[config.mk]
export PLATFORM = sky130hd
export DESIGN_NAME = elsw_top
export DESIGN_NICKNAME = d
export VERILOG_FILES = /design/src/rtl/elsw_pkg.sv /design/src/rtl/elsw_skid.sv /design/src/rtl/elsw_top.sv
export VERILOG_INCLUDE_DIRS = /design/src /design/src/rtl
export SDC_FILE = /design/constraint.sdc
export NUM_CORES = 1
export LEC_CHECK = 0
export BUFFER_PORTS_ARGS = -buffer_cell sky130_fd_sc_hd__buf_2
export CELL_PAD_IN_SITES_DETAIL_PLACEMENT = 1
export CELL_PAD_IN_SITES_GLOBAL_PLACEMENT = 1
export CORE_UTILIZATION = 45
export DETAILED_ROUTE_END_ITERATION = 10
export PLACE_DENSITY = 0.88
export SLEW_MARGIN = 25
export SYNTH_ARGS = -nofsm -noshare
export SYNTH_HDL_FRONTEND = slang
export SYNTH_SLANG_ARGS = --single-unit
[constraint.sdc]
create_clock -name mclk_i -period 2.7 [get_ports mclk_i]
set_input_delay 0.54 -clock mclk_i [delete_from_list [all_inputs] [get_ports mclk_i]]
set_output_delay 0.54 -clock mclk_i [all_outputs]
set_load 0.01 [all_outputs]
[src/rtl/elsw_map.svh]
// register offsets, field positions and reset values of the byte lane swapper
`ifndef ELSW_MAP_SVH
`define ELSW_MAP_SVH
// ----------------------------------------------------------------------------
// register map
// ----------------------------------------------------------------------------
`define ELSW_CTRL_OFS       12'h234   // board memory and swap control
`define ELSW_STAT_OFS       12'h238   // swap stage status
`define ELSW_SEL_LO_BIT     6         // first selection bit
`define ELSW_SEL_HI_BIT     7         // second selection bit
`define ELSW_CTRL_RST       8'hC0     // straight-through after reset
`endif

[src/rtl/elsw_pkg.sv]
// types shared by the byte lane swapper files
package elsw_pkg;
    // ------------------------------------------------------------------------
    // lane ordering mode decoded from the two selection bits
    // ------------------------------------------------------------------------
    typedef enum logic [1:0] {
        ELSW_MODE_STRAIGHT,   // both bits set
        ELSW_MODE_SWAP,       // both bits clear
        ELSW_MODE_MIXED       // bits disagree: undefined, treated as straight
    } elsw_mode_t;
    // ------------------------------------------------------------------------
    // transfer size of one word on the path
    // ------------------------------------------------------------------------
    typedef enum logic [1:0] {
        ELSW_SIZE_BYTE,
        ELSW_SIZE_HALF,
        ELSW_SIZE_WORD
    } elsw_size_t;
endpackage

[src/rtl/elsw_skid.sv]
// two-entry valid/ready buffer in the data path
`timescale 1ns/1ps
module elsw_skid #(
    parameter int WIDTH = 40          // payload width
) (
    input  wire logic             mclk_i,    // system clock
    input  wire logic             arst_n_i,  // async reset, active low
    input  wire logic             s_valid_i, // fill side valid
    output logic                  s_ready_o, // fill side ready
    input  wire logic [WIDTH-1:0] s_data_i,  // fill side payload
    output logic                  m_valid_o, // drain side valid
    input  wire logic             m_ready_i, // drain side ready
    output logic [WIDTH-1:0]      m_data_o   // drain side payload
);
    // ------------------------------------------------------------------------
    // storage: two slots in a ring, count tracks occupancy
    // ------------------------------------------------------------------------
    logic [WIDTH-1:0] mem [2];        // entry array
    logic             wp;             // write slot
    logic             rp;             // read slot
    logic [1:0]       cnt;            // occupancy 0..2
    logic             rdy;            // registered room flag, mirrors cnt != 2
    wire              push = s_valid_i && rdy;
    wire              pop  = (cnt != 2'h0) && m_ready_i;
    wire  [1:0]       next_cnt = cnt + {1'b0, push} - {1'b0, pop};

    // ready comes from its own flop so the fill side sees no decode path
    assign s_ready_o = rdy;
    assign m_valid_o = (cnt != 2'h0);
    assign m_data_o  = mem[rp];

    // ------------------------------------------------------------------------
    // pointer and count update
    // ------------------------------------------------------------------------
    always_ff @(posedge mclk_i or negedge arst_n_i) begin
        if (!arst_n_i) begin
            wp  <= 1'b0;
            rp  <= 1'b0;
            cnt <= 2'h0;
            rdy <= 1'b1;
        end else begin
            if (push) wp <= ~wp;
            if (pop)  rp <= ~rp;
            cnt <= next_cnt;
            rdy <= (next_cnt != 2'h2);
        end
    end

    // data slots hold no reset; valid gating covers them
    always_ff @(posedge mclk_i) begin
        if (push) mem[wp] <= s_data_i;
    end
endmodule

[src/rtl/elsw_top.sv]
// byte lane swapper between the bridge side and the VMEbus side
// Function
// - both bits set: bytes keep their lanes
// - both bits clear: swap buffers reverse bytes
// - swap toward VMEbus keeps per-address bytes
// - swap undoes the bridge lane exchange
// - straight mode: misaligned access is undefined
// - VMEbus big-endian, bridge side little-endian
//
// The implementer's own choice: strobed register access.
`timescale 1ns/1ps
`include "elsw_map.svh"
module elsw_top #(
    parameter int DW = 32             // data width in bits
) (
    input  wire logic          mclk_i,      // 200 MHz system clock
    input  wire logic          arst_n_i,    // async reset, active low
    input  wire logic [11:0]   reg_addr_i,  // register address
    input  wire logic [7:0]    reg_wdata_i, // register write data
    input  wire logic          reg_wr_i,    // write strobe
    input  wire logic          reg_rd_i,    // read strobe
    output logic [7:0]         reg_rdata_o, // read data, cycle after strobe
    input  wire logic          in_valid_i,  // bridge side word valid
    output logic               in_ready_o,  // bridge side ready
    input  wire logic [DW-1:0] in_data_i,   // bridge side data lanes
    input  wire logic [1:0]    in_size_i,   // 0 byte, 1 half, 2 word
    input  wire logic [1:0]    in_addr_i,   // low address bits of the access
    output logic               out_valid_o, // VMEbus side word valid
    input  wire logic          out_ready_i, // VMEbus side ready
    output logic [DW-1:0]      out_data_o,  // VMEbus side data lanes
    output logic               swap_o,      // swap mode active
    output logic               misalign_o   // last word misaligned in straight mode
);
    // ------------------------------------------------------------------------
    // control register and mode decode
    // ------------------------------------------------------------------------
    logic [7:0] ctrl;                 // board memory and swap control
    logic       misalign_seen;        // sticky misalign flag
    wire        sel_lo   = ctrl[`ELSW_SEL_LO_BIT];
    wire        sel_hi   = ctrl[`ELSW_SEL_HI_BIT];
    wire        hit_ctrl = (reg_addr_i == `ELSW_CTRL_OFS);
    wire        hit_stat = (reg_addr_i == `ELSW_STAT_OFS);
    // mixed settings are undefined; straight is the safe choice
    wire elsw_pkg::elsw_mode_t mode =
        (sel_lo && sel_hi)   ? elsw_pkg::ELSW_MODE_STRAIGHT :
        (!sel_lo && !sel_hi) ? elsw_pkg::ELSW_MODE_SWAP :
                               elsw_pkg::ELSW_MODE_MIXED;
    wire swap_en = (mode == elsw_pkg::ELSW_MODE_SWAP);

    // ------------------------------------------------------------------------
    // lane reversal; bridge lane 0 is the least significant byte
    // ------------------------------------------------------------------------
    localparam int NB = DW / 8;       // byte lanes
    logic [DW-1:0] rev_word;          // all lanes reversed
    genvar g;
    generate
        for (g = 0; g < NB; g++) begin : g_lane
            assign rev_word[8*g +: 8] = in_data_i[8*(NB-1-g) +: 8];
        end
    endgenerate
    // half word: exchange the two lanes within each half, whatever the address
    wire [DW-1:0] rev_half = {in_data_i[23:16], in_data_i[31:24],
                              in_data_i[7:0],   in_data_i[15:8]};
    wire elsw_pkg::elsw_size_t sz = elsw_pkg::elsw_size_t'(in_size_i);
    // swapping toward the VMEbus cancels the bridge's lane exchange so
    // strings land byte-for-byte at the same addresses
    wire [DW-1:0] swapped =
        (sz == elsw_pkg::ELSW_SIZE_WORD) ? rev_word :
        (sz == elsw_pkg::ELSW_SIZE_HALF) ? rev_half : in_data_i;
    wire [DW-1:0] next_lanes = swap_en ? swapped : in_data_i;
    // straight mode does not define unaligned wide accesses; flag them
    wire next_mis = !swap_en && (
        ((sz == elsw_pkg::ELSW_SIZE_HALF) && in_addr_i[0]) ||
        ((sz == elsw_pkg::ELSW_SIZE_WORD) && (in_addr_i != 2'h0)));

    // ------------------------------------------------------------------------
    // buffer between the lane network and the output register
    // ------------------------------------------------------------------------
    logic          b_valid;           // buffer drain valid
    logic [DW:0]   b_data;            // {misalign, lanes}
    wire           o_free = !out_valid_o || out_ready_i;
    elsw_skid #(.WIDTH(DW + 1)) u_buf (
        .mclk_i    (mclk_i),
        .arst_n_i  (arst_n_i),
        .s_valid_i (in_valid_i),
        .s_ready_o (in_ready_o),
        .s_data_i  ({next_mis, next_lanes}),
        .m_valid_o (b_valid),
        .m_ready_i (o_free),
        .m_data_o  (b_data)
    );
    wire take = b_valid && o_free;

    // ------------------------------------------------------------------------
    // output register: every output from a flip-flop
    // ------------------------------------------------------------------------
    always_ff @(posedge mclk_i or negedge arst_n_i) begin
        if (!arst_n_i) begin
            out_valid_o <= 1'b0;
            out_data_o  <= '0;
            misalign_o  <= 1'b0;
        end else if (o_free) begin
            out_valid_o <= b_valid;
            if (take) begin
                out_data_o <= b_data[DW-1:0];
                misalign_o <= b_data[DW];
            end
        end
    end

    // ------------------------------------------------------------------------
    // register writes; misalign sticky, set wins over clear
    // ------------------------------------------------------------------------
    always_ff @(posedge mclk_i or negedge arst_n_i) begin
        if (!arst_n_i) begin
            ctrl          <= `ELSW_CTRL_RST;
            misalign_seen <= 1'b0;
            swap_o        <= 1'b0;
        end else begin
            if (reg_wr_i && hit_ctrl) ctrl <= reg_wdata_i;
            if (take && b_data[DW])                  misalign_seen <= 1'b1;
            else if (reg_wr_i && hit_stat && reg_wdata_i[0]) misalign_seen <= 1'b0;
            swap_o <= swap_en;
        end
    end

    // ------------------------------------------------------------------------
    // read data, valid only in the cycle after the strobe; unmapped reads zero
    // ------------------------------------------------------------------------
    wire [7:0] rd_mux = hit_ctrl ? ctrl :
                        hit_stat ? {5'h00, mode == elsw_pkg::ELSW_MODE_MIXED, swap_en, misalign_seen} :
                                   8'h00;
    always_ff @(posedge mclk_i or negedge arst_n_i) begin
        if (!arst_n_i) reg_rdata_o <= 8'h00;
        else           reg_rdata_o <= reg_rd_i ? rd_mux : 8'h00;
    end

    // ------------------------------------------------------------------------
    // checks
    // ------------------------------------------------------------------------
    property p_straight;
        @(posedge mclk_i) disable iff (!arst_n_i)
        (in_valid_i && in_ready_o && ctrl[7:6] == 2'h3) |-> (next_lanes == in_data_i);
    endproperty
    a_straight: assert property (p_straight) else $error("straight mode moved a lane");
    property p_swap_word;
        @(posedge mclk_i) disable iff (!arst_n_i)
        (ctrl[7:6] == 2'h0 && in_size_i == 2'h2) |->
            (next_lanes[7:0] == in_data_i[31:24] && next_lanes[15:8] == in_data_i[23:16]);
    endproperty
    a_swap_word: assert property (p_swap_word) else $error("word swap wrong");
    property p_swap_half;
        @(posedge mclk_i) disable iff (!arst_n_i)
        (ctrl[7:6] == 2'h0 && in_size_i == 2'h1) |-> (next_lanes[15:0] == {in_data_i[7:0], in_data_i[15:8]});
    endproperty
    a_swap_half: assert property (p_swap_half) else $error("half swap wrong");
    property p_swap_flag;
        @(posedge mclk_i) disable iff (!arst_n_i)
        (ctrl[7:6] == 2'h0) |=> swap_o;
    endproperty
    a_swap_flag: assert property (p_swap_flag) else $error("swap flag late");
    property p_involution;
        @(posedge mclk_i) disable iff (!arst_n_i)
        (swap_en && in_size_i == 2'h2) |-> (next_lanes[31:24] == in_data_i[7:0]);
    endproperty
    a_involution: assert property (p_involution) else $error("lane 3 not from lane 0");
    property p_mis;
        @(posedge mclk_i) disable iff (!arst_n_i)
        (take && b_data[DW]) |=> (misalign_o && misalign_seen);
    endproperty
    a_mis: assert property (p_mis) else $error("misalign not reported");
    property p_hold;
        @(posedge mclk_i) disable iff (!arst_n_i)
        (out_valid_o && !out_ready_i) |=> (out_valid_o && $stable(out_data_o));
    endproperty
    a_hold: assert property (p_hold) else $error("output dropped under stall");
    property p_rd;
        @(posedge mclk_i) disable iff (!arst_n_i)
        (reg_rd_i && hit_ctrl) |=> (reg_rdata_o == $past(ctrl));
    endproperty
    a_rd: assert property (p_rd) else $error("control readback wrong");
    // a swapped word lands fully reversed, lane by lane
    property p_swap_lanes;
        @(posedge mclk_i) disable iff (!arst_n_i)
        (swap_en && in_size_i == 2'h2) |->
            (next_lanes == {in_data_i[7:0], in_data_i[15:8], in_data_i[23:16], in_data_i[31:24]});
    endproperty
    a_swap_lanes: assert property (p_swap_lanes) else $error("word lanes not reversed");
    // single bytes already sit at their own address, so they pass untouched
    property p_byte_keep;
        @(posedge mclk_i) disable iff (!arst_n_i)
        (swap_en && in_size_i == 2'h0) |-> (next_lanes == in_data_i);
    endproperty
    a_byte_keep: assert property (p_byte_keep) else $error("byte moved in swap mode");
    // straight setting must drop the swap indication one cycle later
    property p_straight_flag;
        @(posedge mclk_i) disable iff (!arst_n_i)
        (ctrl[7:6] == 2'h3) |=> !swap_o;
    endproperty
    a_straight_flag: assert property (p_straight_flag) else $error("swap flag stuck");
    // swap mode has no alignment limit, so it never flags
    property p_swap_no_mis;
        @(posedge mclk_i) disable iff (!arst_n_i)
        swap_en |-> !next_mis;
    endproperty
    a_swap_no_mis: assert property (p_swap_no_mis) else $error("misalign flagged in swap mode");
    // an unaligned word outside swap mode is always caught
    property p_wide_unaligned;
        @(posedge mclk_i) disable iff (!arst_n_i)
        (!swap_en && in_size_i == 2'h2 && in_addr_i != 2'h0) |-> next_mis;
    endproperty
    a_wide_unaligned: assert property (p_wide_unaligned) else $error("unaligned word not flagged");
    // a clear with no new event leaves the sticky flag low
    property p_mis_clear;
        @(posedge mclk_i) disable iff (!arst_n_i)
        (reg_wr_i && hit_stat && reg_wdata_i[0] && !(take && b_data[DW])) |=> !misalign_seen;
    endproperty
    a_mis_clear: assert property (p_mis_clear) else $error("misalign flag not cleared");
    // status read shows the swap state of the strobe cycle
    property p_stat_swap;
        @(posedge mclk_i) disable iff (!arst_n_i)
        (reg_rd_i && hit_stat) |=> (reg_rdata_o[1] == $past(swap_en));
    endproperty
    a_stat_swap: assert property (p_stat_swap) else $error("status swap bit wrong");
endmodule

After elaboration in Yosys (flattened, before gate mapping)
Memory sizes are Yosys's and may differ from the RTL's.
Index checks and enable logic that the tools add are counted.

operators by class
  add/subtract/negate cells = 2
  eq/ne operators = 7
  mux-type cells = 12
  bitwise logic cells = 2
  reduce and logical (&&, ||, !) cells = 21

operator list
  kind                                             number
  2-to-1 mux 32 bit                                3
  == test 12 x 10 -> 1 bit, second input constant  2
  2-to-1 mux 8 bit                                 2
  logical AND 1 bit                                11
  nonzero test 2 bit                               3
  == test 2 x 1 -> 1 bit, second input constant    2
  == test 2 bit, second input constant             2
  logical NOT 1 bit                                4
  2-to-1 mux 1 bit                                 4
  2-to-1 mux 2 bit                                 2
  2-to-1 mux 3 bit                                 1
  adder 2 x 1 -> 2 bit                             1
  logical OR 1 bit                                 2
  inequality test 2 bit, second input constant     1
  inverter 1 bit                                   2
  AND reduction 2 bit                              1
  subtractor 2 x 1 -> 2 bit                        1

word-level totals
  register bits = 57
  memory bits (writable) = 66
  input port bits = 62
  logic and storage cells = 56
  memories = 1

memory list
  name       words  bits a word  read ports  clocked after Yosys merged registers in  write ports  line             source
  u_buf.mem  2      33           1           0                                        1            elsw_skid.sv:18  logic [WIDTH-1:0] mem [2];

Depth between registers and ports, before layout
  depth after elaboration = 8
  gate-level depth with buffers = 9
  gate-level depth less buffers = 8

Hierarchy
From an unflattened synthesis, not the netlist that was laid out.

second synthesis, totals
  cell total of the unflattened synthesis = 476
  area total of the unflattened synthesis = 6142.1 µm²

modules (own cells, without submodules)
  module     times used  cells an instance  area each (µm²)  seq. area each (µm²)
  elsw_top   1           349                3482.1           1303.8
  elsw_skid  1           127                2660.1           2108.3

Worst setup path after synthesis
Ideal clock, no wire load.

  kind = reg2reg
  from = reg u_buf.rdy, in the netlist u_buf.s_ready_o
  to = mem u_buf.mem[0][0] (netlist name) (enable)
  data arrival time = 2.047 ns
  path slack = 0.230 ns
  stages on the path, launching flop included = 3
  path buffers = 0
  period minus slack after synthesis = 2.470 ns
  cell sequence = dfstp_2 nand2_1 nor2_1

on the way
  word-level cells in the longest chain between the ends = 3

ends and longest elaborated chain
  element                                 line             source
  from (decl)                             elsw_skid.sv:22  logic rdy;
  from (signal assigned)                  elsw_skid.sv:45  rdy <= (next_cnt != 2'h2);
  logical AND 1 bit                       elsw_skid.sv:23  wire push = s_valid_i && rdy;
  2-to-1 mux 1 bit                        elsw_skid.sv:51  if (push) mem[wp] <= s_data_i;
  2-to-1 mux 1 bit (implied by the code)  elsw_skid.sv:51
  to (decl)                               elsw_skid.sv:18

Every way passes these cells.

Worst setup path after layout
  from = reg ctrl[6]
  to = mem u_buf.mem[0][7] (netlist name) (data pin)

on the way
  word-level cells in the longest chain between the ends = 6
  elaborated cells between the ends (all ways) = 7
  classes of those cells = eq/ne (1); mux (3); reduce/logical (3)

ends and longest elaborated chain
  element                     line             source
  from (decl)                 elsw_top.sv:37   logic [7:0] ctrl;
  from (signal assigned)      elsw_top.sv:116  ctrl <= `ELSW_CTRL_RST;
  from (signal assigned)      elsw_top.sv:120  if (reg_wr_i && hit_ctrl) ctrl <= reg_wdata_i;
  logical NOT 1 bit           elsw_top.sv:46   (!sel_lo && !sel_hi) ? elsw_pkg::ELSW_MODE_SWAP :
  logical AND 1 bit           elsw_top.sv:46
  2-to-1 mux 2 bit            elsw_top.sv:46
  2-to-1 mux 2 bit (*)        elsw_top.sv:45   (sel_lo && sel_hi) ? elsw_pkg::ELSW_MODE_STRAIGHT :
  == test 2 x 1 -> 1 bit (*)  elsw_top.sv:48   wire swap_en = (mode == elsw_pkg::ELSW_MODE_SWAP);
  named net swap_en           elsw_top.sv:48
  2-to-1 mux 32 bit (*)       elsw_top.sv:70   wire [DW-1:0] next_lanes = swap_en ? swapped : in_data_i;
  named net next_lanes[7]     elsw_top.sv:70

Mark *: on every way through the listed nets, which the timed path passes. The rest lies on a longest branch.

==> qor.csv <==
stage,metric,value,unit
detailed_routing,wl_per_cell,21.53,µm
grt,grt_antenna_before_repair,0,
cells_and_area,layout-drive-gt1-share,38.97,%
cells_and_area,syn2layout_area_growth,20.36,%
floorplan,initial_core_util,46.08,%
timing,whs,0.3161,ns
timing,setup_tns,0,ns
synthesis,synth_top_area_share,32.48,%
cts,cts_post_setup_buffers_inserted,0,
pwr,leakagePower,3.032,nW
cells_and_area,final_cells,761,
synthesis,synthCells,468,
pwr,p_seq_share,41.0,%
timing,finalHoldViolations,0,
setup_path,critPathKind,reg -> reg,
cts,path_clk_slew,0.05,ns
outcome,run_status,"finished, final reports clean",
detailed_routing,drt_wl_total,16.39,mm
floorplan,core-area,13240,µm²
grt,met3_usage,5.261,%
setup_path,crit_slowest_cell,dfstp_2,
pwr,power,6.919,mW
synthesis,synth-edff-count,66,
synthesis,synthFlopType,edfxtp_1,
timing,tightestPinTransition,0.7141,ns
timing,finalCritPeriodShare,74.04,%
pwr,netSwitchingFraction,30.80,%
cells_and_area,register_area,3412,µm²
timing,rsz0062_at_grt,no,
floorplan,ios,106,
grt,grtUsageMet1,29.47,%
timing,finClkSkew,0.009877,ns
synthesis,ys_top_cells_by_area,"edfxtp_1, dfrtp_1, mux2_2, a211oi_1, mux2i_1",
floorplan,die_area,14030,µm²
cts,h-tree-depth,4,
grt,grt_first_pass_wirelength,25.90,mm
setup_path,cp-end-kind,flop,
cells_and_area,diodes,0,
synthesis,syn_area,6102,µm²
detailed_routing,drt_iter0_markers,280,
synthesis,avgSynthCellArea,13.04,µm²
cells_and_area,fillerInstances,1383,
grt,grt_max_degree,66,
pwr,power_density,942.0,nW/µm²
floorplan,die_x,118.5,µm
setup_path,setup.worst_path.start_class,flop,
grt,grt_pass1_vias,4653,
detailed_routing,ant_nets,0,
setup_path,cp_slowest_stage_delay,0.56,ns
cts,cts_tree,done,
synthesis,synth.most_common_cell,mux2_2,
cts,clock_latency,0.42,ns
grt,grt_usage,24.70,%
grt,grt-busiest-layer,met2,
setup_path,crit_family,flip-flops,
floorplan,rows,42,
floorplan,die-height,118.5,µm
timing,setup_viol,0,
cts,clkSinkCount,123,
pwr,combPwrFrac,29.2,%
min_path,hold_class,in -> reg,
place,placedInstanceArea,6799,µm²
pwr,peakVddDrop,0.0004758,V
setup_path,worst_path_most_repeated_cell,a211oi_1,
detailed_routing,firstDrtPassIters,4,
pwr,netSwitchingPower,2.131,mW
job,max-cap-violations,0,
setup_path,critical_path_required,2.88,ns
detailed_routing,drc,0,
synthesis,synth_nets,533,
setup_path,crit_chain,"inv_1, ha_2, buf_4, nand2b_1, a211oi_1, a211oi_1",
timing,slew_viol_final,0,
grt,grt.met2_usage,42.35,%
timing,timing.final.crit_period,1.999,ns
setup_path,worst-path-max-fanout,32,
cells_and_area,nets,637,
cells_and_area,stdcell_area,7345,µm²
synthesis,ys_types,36,
grt,grt-ovfl-total,0,
synthesis,synth_seq_cells,123,
synthesis,async_flop_share,46.34,%
cts,cts-resized-gates,0,
place,dp.cells,728,
cts,cts_buffers,17,
detailed_routing,vias_per_cell,5.677,
cts,postCtsHoldBufs,1,
timing,max_slew_margin,52.39,%
place,gp_congestion,0.7600,
setup_path,critPathBufInv,2,
synthesis,ys.warnings.count,0,
setup_path,arrival,2.18,ns
synthesis,synth_area_leader_cell,edfxtp_1,
cts,root_buffer,clkbuf_16,
synthesis,synth_common_cells,"mux2_2, edfxtp_1, a211oi_1",
cells_and_area,multi_input_area,2476,µm²
pwr,pwr-share-clk,29.8,%
cts,cts_buffer_depth,2,
pwr,p_int,4.788,mW
place,dp_hpwl,10.61,mm
timing,fmax,500.2,MHz
detailed_routing,via_count,4320,
synthesis,ys_seq_area_share,55.92,%
place,io_buffers,105,
[through the flow]
step | setup slack, ns | util [%]
finish | 0.7009 | 55.46
global route | 0.6768 | 55.46
CTS | 0.7766 | 55.46
detailed placement | 0.6539 | 51.34
global placement | 0.7348 | 51.34
floorplan | 0.2303 | -
[cell families after synthesis]
group,synth area share (%)
flops,55.92
simple gates,11.34
mux,18.88
compound gates,8.878
buf+inv,3.793
xor+xnor,0.5742
fa+ha+maj,0.6152
[state kept, by name, summed over array words and instances, names as in the netlist]
register,cells
out_valid_o,1
ctrl,8
u_buf.cnt,2
out_data_o,32
swap_o,1
misalign_seen,1
u_buf.rp,1
u_buf.mem,66
u_buf.wp,1
misalign_o,1
u_buf.s_ready_o,1
reg_rdata_o,8
[power groups by stage]
| stage | logic, mW | clock network, mW | registers [mW] |
|---|---|---|---|
| final | 2.02 | 2.06 | 2.84 |
| after floorplan | 1.20 | 0 | 2.90 |
| after global placement | 1.90 | 0 | 2.83 |
| after CTS | 2.04 | 2.09 | 2.85 |
| after detailed placement | 2.01 | 0 | 2.87 |
| after global routing | 2.16 | 2.16 | 2.89 |
[area by class of cell]
cell class	count	area share, %
tap	176	2.998
multi-input combinational	301	33.71
clock inverter	14	1.448
timing repair buffer	117	8.927
clock buffer	18	5.843
inverter	12	0.6133
sequential	123	46.46
[cells in the final DEF (no fill, tap or decap), drive strengths merged, types with 2 or more instances in the layout]
cell type	n
a21oi	2
clkinvlp	3
dfstp	3
dfrtp	54
nand2b	33
a211oi	64
mux2	73
inv	12
nand4	3
clkbuf	18
edfxtp	66
buf	116
nor2	34
mux2i	33
o2bb2ai	3
nor4b	3
nor2b	32
and2	6
clkinv	10
xnor2	3
ha	3
[routing by layer]
metal,wire length [µm],vias up,part of all wire (%)
met5,0,-,0
met2,8647,125,53
met3,590,42,3.6
met4,559,0,3.4
li1,-,1945,-
met1,6590,2208,40
[final timing paths]
kind                        startpoint               to  slack, ns  cells after the start
max                            ctrl[6]  u_buf.mem[0][7]       0.70                      6
min                        out_ready_i      out_valid_o       0.32                      2
max reg2reg                    ctrl[6]  u_buf.mem[0][7]       0.70                      6
min reg2reg                    ctrl[3]   reg_rdata_o[3]       0.49                      1
max in group asynchronous     arst_n_i          ctrl[7]       1.64                      3
min in group asynchronous     arst_n_i   out_data_o[16]       0.49                      2
[worst register-to-register path, stage by stage (launching register included)]
cell,delay [ns]
dfstp_2,0.56
inv_1,0.06
ha_2,0.19
buf_4,0.23
nand2b_1,0.18
a211oi_1,0.12
a211oi_1,0.42
Note: power is estimated with default switching activity, not from simulation.
